[config.mk]
export PLATFORM = sky130hd
export DESIGN_NAME = fsm_top
export DESIGN_NICKNAME = d
export VERILOG_FILES = /design/src/hw/fsm_pkg.sv /design/src/hw/fsm_top.sv
export VERILOG_INCLUDE_DIRS = /design/src /design/src/hw
export SDC_FILE = /design/constraint.sdc
export NUM_CORES = 1
export LEC_CHECK = 0
export BUFFER_PORTS_ARGS = -buffer_cell sky130_fd_sc_hd__buf_2
export CAP_MARGIN = 20
export CORE_MARGIN = 3
export CORE_UTILIZATION = 44
export CTS_CLUSTER_DIAMETER = 80
export DETAILED_ROUTE_END_ITERATION = 6
export PLACE_DENSITY = 0.66
export SYNTH_ARGS = -nofsm -noshare
export SYNTH_HDL_FRONTEND = slang
export SYNTH_SLANG_ARGS = --single-unit
[constraint.sdc]
create_clock -name sys_clk -period 8.8 [get_ports sys_clk]
set_input_delay 1.32 -clock sys_clk [delete_from_list [all_inputs] [get_ports sys_clk]]
set_output_delay 1.32 -clock sys_clk [all_outputs]
set_load 0.05 [all_outputs]
[src/hw/fsm_defines.svh]
`ifndef FSM_DEFINES_SVH
`define FSM_DEFINES_SVH
// register offsets (byte addresses)
`define FSM_REG_CTRL 8'h00
`define FSM_REG_IVL 8'h04
`define FSM_REG_PMAX 8'h08
`define FSM_REG_RANGE 8'h0C
`define FSM_REG_STATUS 8'h10
`define FSM_REG_DIRT 8'h14
`define FSM_REG_TIME 8'h18
// ctrl fields
`define FSM_CTRL_RUN 0
`define FSM_CTRL_LOG 1
// status fields
`define FSM_ST_ERR 0
`define FSM_ST_WARN 8
`define FSM_ST_RELAY 11
`define FSM_ST_WARM 12
// reset values
`define FSM_IVL_RST 14'h003C
`define FSM_PMAX_RST 16'h0FA0
`define FSM_RANGE_RST 16'hFFFF
// limits
`define FSM_IVL_MIN 14'h0001
`define FSM_IVL_MAX 14'h270F
`define FSM_DIRT_WARN 7'h32
`define FSM_DIRT_ERR 7'h3C
`define FSM_LOWP_MBAR 16'h00C8
// timing
`define FSM_CLK_NS 20
`define FSM_SEC_NS 1000000000
`define FSM_SEC_CYC (`FSM_SEC_NS / `FSM_CLK_NS)
`endif

[src/hw/fsm_pkg.sv]
package fsm_pkg;
  typedef enum logic [2:0] {
    FSM_LAMP_OK, FSM_LAMP_WEAK, FSM_LAMP_LOW, FSM_LAMP_OFF, FSM_LAMP_HIGH
  } fsm_lamp_type;
  typedef enum logic [3:0] {
    FSM_MSG_NONE, FSM_MSG_LAMP_WEAK, FSM_MSG_LAMP_LOW, FSM_MSG_LAMP_OFF, FSM_MSG_LAMP_HIGH,
    FSM_MSG_DIRT_WARN, FSM_MSG_DIRT_ERR, FSM_MSG_OVERPRESS, FSM_MSG_OVERRANGE,
    FSM_MSG_LOW_PRESS, FSM_MSG_NVM, FSM_MSG_STORAGE
  } fsm_msg_type;
  typedef enum logic [1:0] {
    FSM_REC_ERR_ON, FSM_REC_ERR_OFF, FSM_REC_EVENT
  } fsm_kind_type;
  // error bit order: lamp low, lamp off, lamp high, dirt, overpress, overrange, low press, nvm
  typedef struct packed {
    fsm_lamp_type lamp;
    logic nvm_fault;
    logic [15:0] pressure;
    logic [15:0] conc;
    logic [15:0] temperature;
  } fsm_meas_type;
  typedef struct packed {
    fsm_kind_type kind;
    logic [2:0] code;
    logic [15:0] data;
    logic [31:0] stamp;
  } fsm_rec_type;
  typedef struct packed {
    logic err_relay_ok;
    logic lamp_contact_ok;
    logic dirt_contact_ok;
    logic out_saturate;
    fsm_msg_type msg;
    logic msg_alternate;
    logic beep;
  } fsm_out_type;
endpackage : fsm_pkg

[src/hw/fsm_top.sv]
// What this block does
// [RULE1] weak lamp: lamp contact open, relay normal
// [RULE2] lamp low error: relay error, contact open
// [RULE3] lamp off: saturate outputs, steady message
// [RULE4] lamp too bright raises relay error
// [RULE5] every zeroing updates stored dirtiness
// [RULE6] dirt above 50%: soiled contact, warning
// [RULE7] dirt warning survives power, cleared by zeroing
// [RULE8] dirt above 60%: relay error, error message
// [RULE9] pressure above maximum: overpressure error
// [RULE10] overrange: relay error, saturate, alternate message
// [RULE11] pressure below 0.2 bar: low-pressure error
// [RULE12] memory fault raises relay error
// [RULE13] log write failure: warning only
// [RULE14] records appended in order, 1 s stamps
// [RULE15] error begin and end each logged
// [RULE16] power, zeroing and alarm events logged
// [RULE17] concentration sampled every 1 to 9999 s
// [RULE18] records appended with no capacity limit
// [RULE19] warm-up holds relay in error
// [RULE20] beep on faults, back button silences
// [RULE21] relay error while any error active
// [RULE22] contacts open while warning or error active; lamp contact opens on weak/low/off lamp, dirt contact on dirt warning/error
//
// The placing of the registers and the plain strobed port were decided locally.
`include "fsm_defines.svh"
module fsm_top #(
  parameter int unsigned SEC_CYC = `FSM_SEC_CYC
) (
  // clock and reset
  input wire logic sys_clk,
  input wire logic rst_n,
  // register port
  input wire logic [7:0] reg_addr,
  input wire logic [31:0] reg_wdata,
  input wire logic reg_wr,
  input wire logic reg_rd,
  output logic [31:0] reg_rdata,
  // measurements
  input wire fsm_pkg::fsm_meas_type meas,
  input wire logic zero_done,
  input wire logic [6:0] zero_dirt,
  input wire logic [6:0] saved_dirt,
  input wire logic log_wr_fail,
  input wire logic power_fail,
  input wire logic alarm_hi,
  input wire logic alarm_lo,
  input wire logic [15:0] alarm_hi_limit,
  input wire logic [15:0] alarm_lo_limit,
  // front panel
  input wire logic back_btn_pin,
  input wire logic menu_top,
  // outputs
  output fsm_pkg::fsm_out_type outs,
  output logic [6:0] dirt_save,
  output fsm_pkg::fsm_rec_type rec,
  output logic rec_valid
);
  import fsm_pkg::*;

  localparam int unsigned NPEND = 24;
  localparam logic [25:0] SEC_LAST = 26'(SEC_CYC - 1);

  typedef struct packed {
    logic back_s1;
    logic back_s2;
    logic back_prev;
    logic run;
    logic log_en;
    logic [13:0] ivl;
    logic [15:0] pmax;
    logic [15:0] range_max;
    logic [25:0] div;
    logic [31:0] secs;
    logic [13:0] ivl_cnt;
    logic [6:0] dirt;
    logic dirt_loaded;
    logic storage;
    logic [7:0] err_prev;
    logic [NPEND-1:0] pend;
    logic hi_prev;
    logic lo_prev;
    logic [10:0] fault_prev;
    logic beep;
    logic alt;
    fsm_out_type outs;
    fsm_rec_type rec;
    logic rec_valid;
    logic [31:0] rdata;
  } fsm_state_type;

  fsm_state_type st, next_st;

  // lowest set pending bit wins, even over higher bits that were raised in an earlier cycle
  function automatic logic [4:0] fsm_first(input logic [NPEND-1:0] v);
    logic [4:0] idx;
    idx = 5'h00;
    for (int i = NPEND - 1; i >= 0; i--) begin
      if (v[i]) begin
        idx = 5'(i);
      end
    end
    return idx;
  endfunction : fsm_first

  logic tick;
  logic [7:0] err;
  logic [2:0] warn;
  logic any_err;
  logic [4:0] sel;

  always_comb begin
    tick = (st.div == SEC_LAST);
    err[0] = (meas.lamp == FSM_LAMP_LOW); // see [RULE2]
    err[1] = (meas.lamp == FSM_LAMP_OFF); // see [RULE3]
    err[2] = (meas.lamp == FSM_LAMP_HIGH); // see [RULE4]
    err[3] = (st.dirt > `FSM_DIRT_ERR); // see [RULE8]
    err[4] = (meas.pressure > st.pmax); // see [RULE9]
    err[5] = (meas.conc > st.range_max); // see [RULE10]
    err[6] = (meas.pressure < `FSM_LOWP_MBAR); // see [RULE11]
    err[7] = meas.nvm_fault; // see [RULE12]
    warn[0] = (meas.lamp == FSM_LAMP_WEAK); // see [RULE1]
    warn[1] = (st.dirt > `FSM_DIRT_WARN); // see [RULE6]
    warn[2] = st.storage; // see [RULE13]
    any_err = |err;
    sel = fsm_first(st.pend);
  end

  always_comb begin
    next_st = st;
    next_st.back_s1 = back_btn_pin;
    next_st.back_s2 = st.back_s1;
    next_st.back_prev = st.back_s2;
    next_st.rec_valid = 1'b0;
    next_st.rdata = 32'h0000_0000;
    // one second time base, stamps have 1 s resolution
    next_st.div = tick ? 26'h000_0000 : st.div + 26'h000_0001;
    if (tick) begin
      next_st.secs = st.secs + 32'h0000_0001; // see [RULE14]
      next_st.alt = ~st.alt;
    end
    // restore the saved dirtiness once after reset so the warning reappears
    if (!st.dirt_loaded) begin
      next_st.dirt = saved_dirt; // see [RULE7]
      next_st.dirt_loaded = 1'b1;
    end
    if (zero_done) begin
      next_st.dirt = zero_dirt; // see [RULE5] see [RULE7]
      next_st.pend[16 + 2] = 1'b1; // see [RULE16]
    end
    // register writes
    if (reg_wr) begin
      unique case (reg_addr)
        `FSM_REG_CTRL: begin
          next_st.run = reg_wdata[`FSM_CTRL_RUN];
          next_st.log_en = reg_wdata[`FSM_CTRL_LOG];
          next_st.ivl_cnt = 14'h0000;
        end
        `FSM_REG_IVL: begin
          if (reg_wdata[13:0] < `FSM_IVL_MIN) begin
            next_st.ivl = `FSM_IVL_MIN; // see [RULE17]
          end else if (reg_wdata[13:0] > `FSM_IVL_MAX) begin
            next_st.ivl = `FSM_IVL_MAX; // see [RULE17]
          end else begin
            next_st.ivl = reg_wdata[13:0];
          end
        end
        `FSM_REG_PMAX: next_st.pmax = reg_wdata[15:0];
        `FSM_REG_RANGE: next_st.range_max = reg_wdata[15:0];
        `FSM_REG_STATUS: begin
          if (reg_wdata[`FSM_ST_WARN + 2]) begin
            next_st.storage = 1'b0;
          end
        end
        `FSM_REG_TIME: next_st.secs = reg_wdata;
        default: ;
      endcase
    end
    // a failure in the clear cycle still sets the warning
    if (log_wr_fail) begin
      next_st.storage = 1'b1; // see [RULE13]
    end
    if (reg_rd) begin
      unique case (reg_addr)
        `FSM_REG_CTRL: next_st.rdata = {30'h0000_0000, st.log_en, st.run};
        `FSM_REG_IVL: next_st.rdata = {18'h0_0000, st.ivl};
        `FSM_REG_PMAX: next_st.rdata = {16'h0000, st.pmax};
        `FSM_REG_RANGE: next_st.rdata = {16'h0000, st.range_max};
        `FSM_REG_STATUS: begin
          next_st.rdata = {19'h0_0000, ~st.run, ~st.outs.err_relay_ok, warn, err};
        end
        `FSM_REG_DIRT: next_st.rdata = {25'h000_0000, st.dirt};
        `FSM_REG_TIME: next_st.rdata = st.secs;
        default: next_st.rdata = 32'h0000_0000;
      endcase
    end
    // log sources: error edges and events
    next_st.err_prev = err;
    next_st.pend[7:0] = next_st.pend[7:0] | (err & ~st.err_prev); // see [RULE15]
    next_st.pend[15:8] = next_st.pend[15:8] | (~err & st.err_prev); // see [RULE15]
    next_st.hi_prev = alarm_hi;
    next_st.lo_prev = alarm_lo;
    if (power_fail) begin
      next_st.pend[16 + 1] = 1'b1; // see [RULE16]
    end
    if (alarm_hi && !st.hi_prev) begin
      next_st.pend[16 + 3] = 1'b1; // see [RULE16]
    end
    if (!alarm_hi && st.hi_prev) begin
      next_st.pend[16 + 4] = 1'b1; // see [RULE16]
    end
    if (alarm_lo && !st.lo_prev) begin
      next_st.pend[16 + 5] = 1'b1; // see [RULE16]
    end
    if (!alarm_lo && st.lo_prev) begin
      next_st.pend[16 + 6] = 1'b1; // see [RULE16]
    end
    if (st.log_en && tick) begin
      if (st.ivl_cnt + 14'h0001 >= st.ivl) begin
        next_st.ivl_cnt = 14'h0000;
        next_st.pend[16 + 7] = 1'b1; // see [RULE17]
      end else begin
        next_st.ivl_cnt = st.ivl_cnt + 14'h0001;
      end
    end
    // drain one record per cycle; the stream has no end, storage grows outside
    if (|st.pend) begin
      next_st.pend[sel] = 1'b0; // see [RULE18]
      next_st.rec_valid = 1'b1; // see [RULE14]
      next_st.rec.stamp = st.secs; // see [RULE14]
      next_st.rec.code = sel[2:0];
      next_st.rec.data = 16'h0000;
      if (sel < 5'h8) begin
        next_st.rec.kind = FSM_REC_ERR_ON;
      end else if (sel < 5'h10) begin
        next_st.rec.kind = FSM_REC_ERR_OFF;
      end else begin
        next_st.rec.kind = FSM_REC_EVENT;
        unique case (sel[2:0])
          3'h0: next_st.rec.data = meas.pressure;
          3'h1: next_st.rec.data = meas.temperature;
          3'h2: next_st.rec.data = {9'h000, st.dirt};
          3'h3, 3'h4: next_st.rec.data = alarm_hi_limit;
          3'h5, 3'h6: next_st.rec.data = alarm_lo_limit;
          3'h7: next_st.rec.data = meas.conc;
        endcase
      end
    end
    // relay and contacts
    next_st.outs.err_relay_ok = st.run && !any_err; // see [RULE19] see [RULE21]
    next_st.outs.lamp_contact_ok = !(warn[0] | err[0] | err[1]); // see [RULE22]
    next_st.outs.dirt_contact_ok = !(warn[1] | err[3]); // see [RULE22]
    next_st.outs.out_saturate = err[1] | err[5]; // see [RULE3] see [RULE10]
    // display: the most severe condition wins; only lamp off stays steady
    next_st.outs.msg_alternate = 1'b1;
    if (err[1]) begin
      next_st.outs.msg = FSM_MSG_LAMP_OFF; // see [RULE3]
      next_st.outs.msg_alternate = 1'b0;
    end else if (err[7]) begin
      next_st.outs.msg = FSM_MSG_NVM;
    end else if (err[2]) begin
      next_st.outs.msg = FSM_MSG_LAMP_HIGH;
    end else if (err[0]) begin
      next_st.outs.msg = FSM_MSG_LAMP_LOW;
    end else if (err[4]) begin
      next_st.outs.msg = FSM_MSG_OVERPRESS;
    end else if (err[6]) begin
      next_st.outs.msg = FSM_MSG_LOW_PRESS;
    end else if (err[5]) begin
      next_st.outs.msg = FSM_MSG_OVERRANGE; // see [RULE10]
    end else if (err[3]) begin
      next_st.outs.msg = FSM_MSG_DIRT_ERR; // see [RULE8]
    end else if (warn[0]) begin
      next_st.outs.msg = FSM_MSG_LAMP_WEAK; // see [RULE1]
    end else if (warn[1]) begin
      next_st.outs.msg = FSM_MSG_DIRT_WARN; // see [RULE6]
    end else if (warn[2]) begin
      next_st.outs.msg = FSM_MSG_STORAGE;
    end else begin
      next_st.outs.msg = FSM_MSG_NONE;
      next_st.outs.msg_alternate = 1'b0;
    end
    // beeper re-arms on any newly raised fault, back at top menu silences it
    next_st.fault_prev = {warn, err};
    if (|({warn, err} & ~st.fault_prev)) begin
      next_st.beep = 1'b1; // see [RULE20]
    end else if (!(|{warn, err})) begin
      next_st.beep = 1'b0;
    end else if (st.back_s2 && !st.back_prev && menu_top) begin
      next_st.beep = 1'b0; // see [RULE20]
    end
    next_st.outs.beep = st.beep;
  end

  always_ff @(posedge sys_clk) begin
    if (!rst_n) begin
      st <= '0;
      st.ivl <= `FSM_IVL_RST;
      st.pmax <= `FSM_PMAX_RST;
      st.range_max <= `FSM_RANGE_RST;
      st.pend <= 24'h01_0000;
      st.outs.lamp_contact_ok <= 1'b1;
      st.outs.dirt_contact_ok <= 1'b1;
    end else begin
      st <= next_st;
    end
  end

  always_comb begin
    outs = st.outs;
    outs.msg_alternate = st.outs.msg_alternate & st.alt;
    dirt_save = st.dirt;
    rec = st.rec;
    rec_valid = st.rec_valid;
    reg_rdata = st.rdata;
  end
endmodule : fsm_top

==> impl_metrics.toml, run 1 <==
[timing]
finalCritPeriodShare_pct = 44.3
rsz0062_at_grt = "false"
fin_skew_ps = 23.5
tns_ps = 0
hold_violations = 0
fmax_ghz = 0.256
slew_headroom_pct = 29.4
min_period_ps = 3900
finalMaxSlewViolations = 0
tightest_slew_ps = 1060
setup_viol = 0

[critical_path]
critPathSlowestCell = "and3_1"
cp_cell_sequence = "buf_2, or4_1, nor2_1, nand2_1, nor2_2, and3_1, nor2b_1, a211o_1"
worstSetupPathType = "primary input to flip-flop"
critPathLaunchType = "primary input"
critPathRequiredTime_ps = 9220
reg2reg_slack_ps = 5340
path_max_fanout = 32
worstSetupEndpointType = "flip-flop"
crit_arrival_ps = 4320
cpPeakStageDelay_ps = 970

[cells_and_area]
fin_util_pct = 50.9
syn2layout_area_growth_pct = 12.9
drive_gt1_share_pct = 20.5
stdcell_count = 2215
final_area_um2 = 15700
final_nets = 1996

[synthesis]
synth_top_area_cell = "dfxtp_1"
synth_nets = 1883
ys_types = 91
synth.most_common_cell = "dfxtp_1"
synth_commonest_cells = "dfxtp_1 (267), nand2_1 (224), nor2_1 (157)"
ys_seq_area_share_pct = 38.3
yosys_warnings = 0
ys_seq_elements = 267
synthCells = 1685
synth_flop_cell = "dfxtp_1"
async_flop_share_pct = 0
synth_top_area_share_pct = 38.3
syn-cell-area_um2 = 13900
synth_edf_count = 0
syn_avg_cell_area_um2 = 8.27
synth_top_cells_by_area = "dfxtp_1 (38%), nand2_1 (6.0%), buf_4 (5.5%)"

[floorplanning]
core-area_um2 = 30900
dieWidth_um = 184
rows = 64
ioPinCount = 252
die_h_um = 184
start_util_pct = 45.1
die-area_um2 = 33900

[global_routing]
grtUsageMet3_pct = 3.58
met2_usage_pct = 39.7
grt_pass1_vias = 11800
grt-ovfl-total = 0
grt_max_degree = 77
track_usage_pct = 23.7
busiest_layer = "met2"
grt_pass1_wl_mm = 64.7
use_met1_pct = 30.9
grt_antenna_before_repair = 4

[clock_network]
cts.sinks = 267
htreeDepth = 1
cts_buffers = 29
clk_pin_slew_ps = 60
cts_tree = "built"
postCtsHoldBufs = 0
clk_path_buf_depth = 3
ctsResizeCount = 0
postCtsSetupRepairBufs = 0
cts_root_buf = "clkbuf_16"
clock_latency_ps = 550

[pwr]
power_density_nw_per_um2 = 192
vdd.ir_drop.worst_mv = 0.142
power.leakage_uw = 0.00653
fin_total_pwr_uw = 3020

[drt]
drt_iter0_markers = 1226
vias = 12500
antenna_left = 0
firstDrtPassIters = 6
wl_mm = 42.0
viasPerCell = 5.65
drc = 0
wire_per_inst_um = 19.0

[placed_design]
hpwlAfterDp_mm = 31.1
gp_congestion = 0.901
placed_cell_area_um2 = 14700
portBuffers = 251
dp_cells = 2161

[hold_path]
hold_class = "flip-flop to flip-flop"

[job]
maxCapViolations = 0

[status]
outcome = "finished, final reports clean"
cells in the final DEF, fill, tap and decap left out, types with 8 or more instances in the layout:
master	instances
xnor2_1	34
nand2_1	223
a32oi_1	10
nor3_1	10
a31oi_1	10
and3_1	22
o21ai_0	78
mux2i_1	20
o221ai_1	10
nor3_2	9
nand3_1	50
o211ai_1	24
dfxtp_1	267
a2bb2oi_1	9
a211oi_1	32
clkbuf_16	29
buf_2	251
ha_1	49
a21oi_1	133
and2_1	34
nor2_1	157
nor4_1	15
buf_4	10
inv_1	71
mux2_2	8
a22oi_1	28
xor2_1	31
nand4_1	21
nor2b_1	16
path summary, 6_finish.rpt:
| path | start | end | cells after the start |
|---|---|---|---|
| setup / recovery | reg_addr[0] | st[224]$_SDFFE_PN1P_ | 8 |
| hold / removal | next_st[273]$_SDFF_PN0_ | next_st[272]$_SDFF_PN0_ | 1 |
| setup reg to reg | st[152]$_SDFFE_PN0P_ | st[159]$_SDFFE_PN0P_ | 12 |
| hold reg to reg | next_st[273]$_SDFF_PN0_ | next_st[272]$_SDFF_PN0_ | 1 |
kinds of logic (layout without fill, tap and decap cells):
family	count (synthesis)	after routing	synth area share [%]
adder cells (fa/ha/maj)	49	49	4.40
AO/OA/AOI/OAI	401	401	19.1
buffers and inverters	254	387	9.84
flip-flops	267	267	38.3
multiplexers	28	28	2.08
other	0	1	0
XOR/XNOR	65	65	4.08
AND/OR/NAND/NOR	621	621	22.2
final cells by class:
type,instances,area [µm²]
clock buffer,36,792
antenna,1,2.50
fill,3000,15200
inverter,73,277
clock inverter,15,235
timing repair buffer,263,1360
sequential,267,5350
multi-input combinational,1164,7240
tap,396,495
layer usage:
| metal | up-vias | wire (µm) |
|---|---|---|
| met5 | - | 36 |
| met4 | 6 | 1690 |
| met3 | 108 | 2910 |
| met2 | 488 | 19700 |
| met1 | 5843 | 17600 |
| li1 | 6061 | - |
worst max-delay path, delay by kind of cell:
kind	cells	cell delay [ps]
compound gates	1	300
simple gates	6	2590
buf+inv	1	90
stage by stage:
stage / hold slack (ps) / setup WS [ps]
2_1_floorplan: 412 / 5530
3_3_place_gp: 416 / 4490
3_5_place_dp: 427 / 4400
4_1_cts: 440 / 4950
5_1_grt: 457 / 4740
6_report: 439 / 4900
flip-flops by register name, summed over array words and instances, names as in the netlist:
register and flops:
rec 53, outs 9, dirt_save 7, st 161, next_st 4, reg_rdata 32, rec_valid 1
where the power goes:
group | internal, µW | total, µW | leakage [µW] | switching (µW)
Combinational | 143 | 442 | 0.00386 | 299
Clock | 811 | 1310 | 0.000507 | 496
Sequential | 1240 | 1270 | 0.00216 | 30.0
(Power assumes the default switching activity.)
==> run 2, diff against run 1 <==
PLACE_DENSITY = 0.69   (was 0.66)
clock period = 3.2 ns   (was 8.8 ns; I/O delays follow)
==> run 2 against run 1 <==
Core utilization is 0.72 points higher. First-iteration DRC count is 13% lower. Routed wire length is 0.39% higher. Critical path depth is 5 higher. Setup slack worse by 4700 ps. Cell count is 1.2% higher. Die area stayed put. Largest power group unchanged. Clock-buffer cell count is 2 higher.
==> impl_metrics.toml, run 2 (synthesis results as in run 1) <==
[placed_design]
placed_cell_area_um2 = 14900
gp_congestion = 0.929
dp_cells = 2184
hpwlAfterDp_mm = 31.3
portBuffers = 251

[cells_and_area]
regMostFlops = "st"
largest_register_ffs = 161
seqCellArea_um2 = 5350
syn2layout_area_growth_pct = 14.5
stdcell_count = 2241
drive_gt1_share_pct = 21.9
final_common_cell = "dfxtp_1"
fin_util_pct = 51.7
n_fill_cell = 2938
final_nets = 2019
mostFrequentLayoutCells = "dfxtp_1 (265), buf_2 (251), nand2_1 (223)"
final_area_um2 = 16000
multiInputGateArea_um2 = 7250

[clock_network]
cts.sinks = 267
cts_root_buf = "clkbuf_16"
clock_latency_ps = 560
clk_path_buf_depth = 3
htreeDepth = 1
cts_tree = "built"
cts_buffers = 29
postCtsHoldBufs = 0
clk_pin_slew_ps = 60

[timing]
min_period_ps = 3030
finalCritPeriodShare_pct = 94.6
setup_viol = 0
fin_skew_ps = 14.1
slew_headroom_pct = 31.0
finalMaxSlewViolations = 0
fmax_ghz = 0.330
tightest_slew_ps = 1030
hold_violations = 0

[global_routing]
grt_antenna_before_repair = 4
grt_pass1_vias = 12100
grt_pass1_wl_mm = 65.2
grt-ovfl-total = 0
track_usage_pct = 23.9
grt_max_degree = 133

[critical_path]
reg2reg_slack_ps = 170
critPathSlowestCell = "or3b_2"
worstSetupEndpointType = "flip-flop"
setup.worst_path.end = "st[159]$_SDFFE_PN0P_"
crit_arrival_ps = 3500
reg2reg_depth = 13
cp_cell_sequence = "and3_1, and3_4, and3_2, and3_1, xor2_1, ha_1, nand3_1, o22ai_1, nor2_1, o211ai_1, buf_4, or3b_2, a21oi_1"
critPathLaunchType = "flip-flop"
worst_r2r_endpoint = "st[159]$_SDFFE_PN0P_"
path_common_cell = "and3_1"
path_max_fanout = 10
cpPeakStageDelay_ps = 460
worstSetupPathType = "flip-flop to flip-flop"
critPathRequiredTime_ps = 3670
r2r-start = "st[155]$_SDFFE_PN0P_"
setup.worst_path.start = "st[155]$_SDFFE_PN0P_"

[drt]
antenna_left = 0
viasPerCell = 5.66
firstDrtPassIters = 6
wl_mm = 42.1
vias = 12700
drt_iter0_markers = 1062
drc = 0
wire_per_inst_um = 18.8

[pwr]
vdd.ir_drop.worst_mv = 0.397
switchingPower_uw = 2320
power_frac_clock_pct = 43.3
power.leakage_uw = 0.00665
switching_share_pct = 27.8
comb_power_share_pct = 14.9
pwr-share-seq_pct = 41.8
power_density_nw_per_um2 = 522
p_int_uw = 6020

[floorplanning]
die-area_um2 = 33900
core-area_um2 = 30900
start_util_pct = 45.1
dieWidth_um = 184
rows = 64
die_h_um = 184
ioPinCount = 252

[status]
outcome = "finished, final reports clean"

[job]
maxCapViolations = 0

[hold_path]
hold_class = "primary input to flip-flop"
## run 2: timing repair
action,in CTS,in global routing
setup buffers,1,1
resized for setup,0,6
pin swaps,1,1
endpoints found under the setup margin,2,4
## run 2: critical path: cells and delay by family (launching register included)
kind,cells,cell delay [ps]
AND/OR/NAND/NOR,7,1530
flip-flops,1,380
AO/OA/AOI/OAI,3,370
adder cells (fa/ha/maj),1,270
XOR/XNOR,1,220
buffers and inverters,1,180
## run 2: worst min-delay path by stage
| stage | from | to | slack (ps) | depth (start not counted) |
|---|---|---|---|---|
| detailed placement | next_st[273]$_SDFF_PN0_ | next_st[272]$_SDFF_PN0_ | 420 | 1 |
| CTS | back_btn_pin | next_st[273]$_SDFF_PN0_ | 120 | 2 |
| finish | back_btn_pin | next_st[273]$_SDFF_PN0_ | 140 | 2 |
| global route | back_btn_pin | next_st[273]$_SDFF_PN0_ | 130 | 2 |
| global placement | next_st[273]$_SDFF_PN0_ | next_st[272]$_SDFF_PN0_ | 410 | 1 |
| floorplan | st[135]$_SDFF_PN0_ | st[111]$_SDFF_PN0_ | 410 | 1 |
## run 2: power by group through the flow
stage | clock network, µW | logic [µW] | registers [µW]
after floorplan | 0 | 882 | 3530
after global placement | 0 | 1210 | 3550
after global routing | 3810 | 1320 | 3490
after detailed placement | 0 | 1220 | 3550
after CTS | 3670 | 1220 | 3480
final | 3610 | 1240 | 3480
## run 2: metal layers
| layer | track usage (%) | wire length, µm | vias to the layer above |
|---|---|---|---|
| met5 | 0 | 30 | - |
| met2 | 40.6 | 19900 | 553 |
| li1 | - | - | 6112 |
| met1 | 31.3 | 17600 | 5883 |
| met4 | 7.65 | 1490 | 6 |
| met3 | 3.80 | 3130 | 119 |
## run 2: final cells by class
class	instances	area share (%)
multi-input cells	1164	45.4
flip-flops and latches	267	33.5
repair buffers	286	9.67
clock buffers	38	5.07
well taps	396	3.10
inverters	73	1.73
clock inverters	16	1.52
diodes	1	0.0157
## run 2: per-stage QoR
stage                     total power (µW)  TNS, ps  hold WS, ps  setup WS, ps
final                                 8340        0          136           173
after detailed placement              4770        0          422          4.63
after global routing                  8620    -44.7          126         -33.7
after global placement                4760        0          413          81.7
after CTS                             8380        0          124           114
after floorplan                       4410        0          412           262
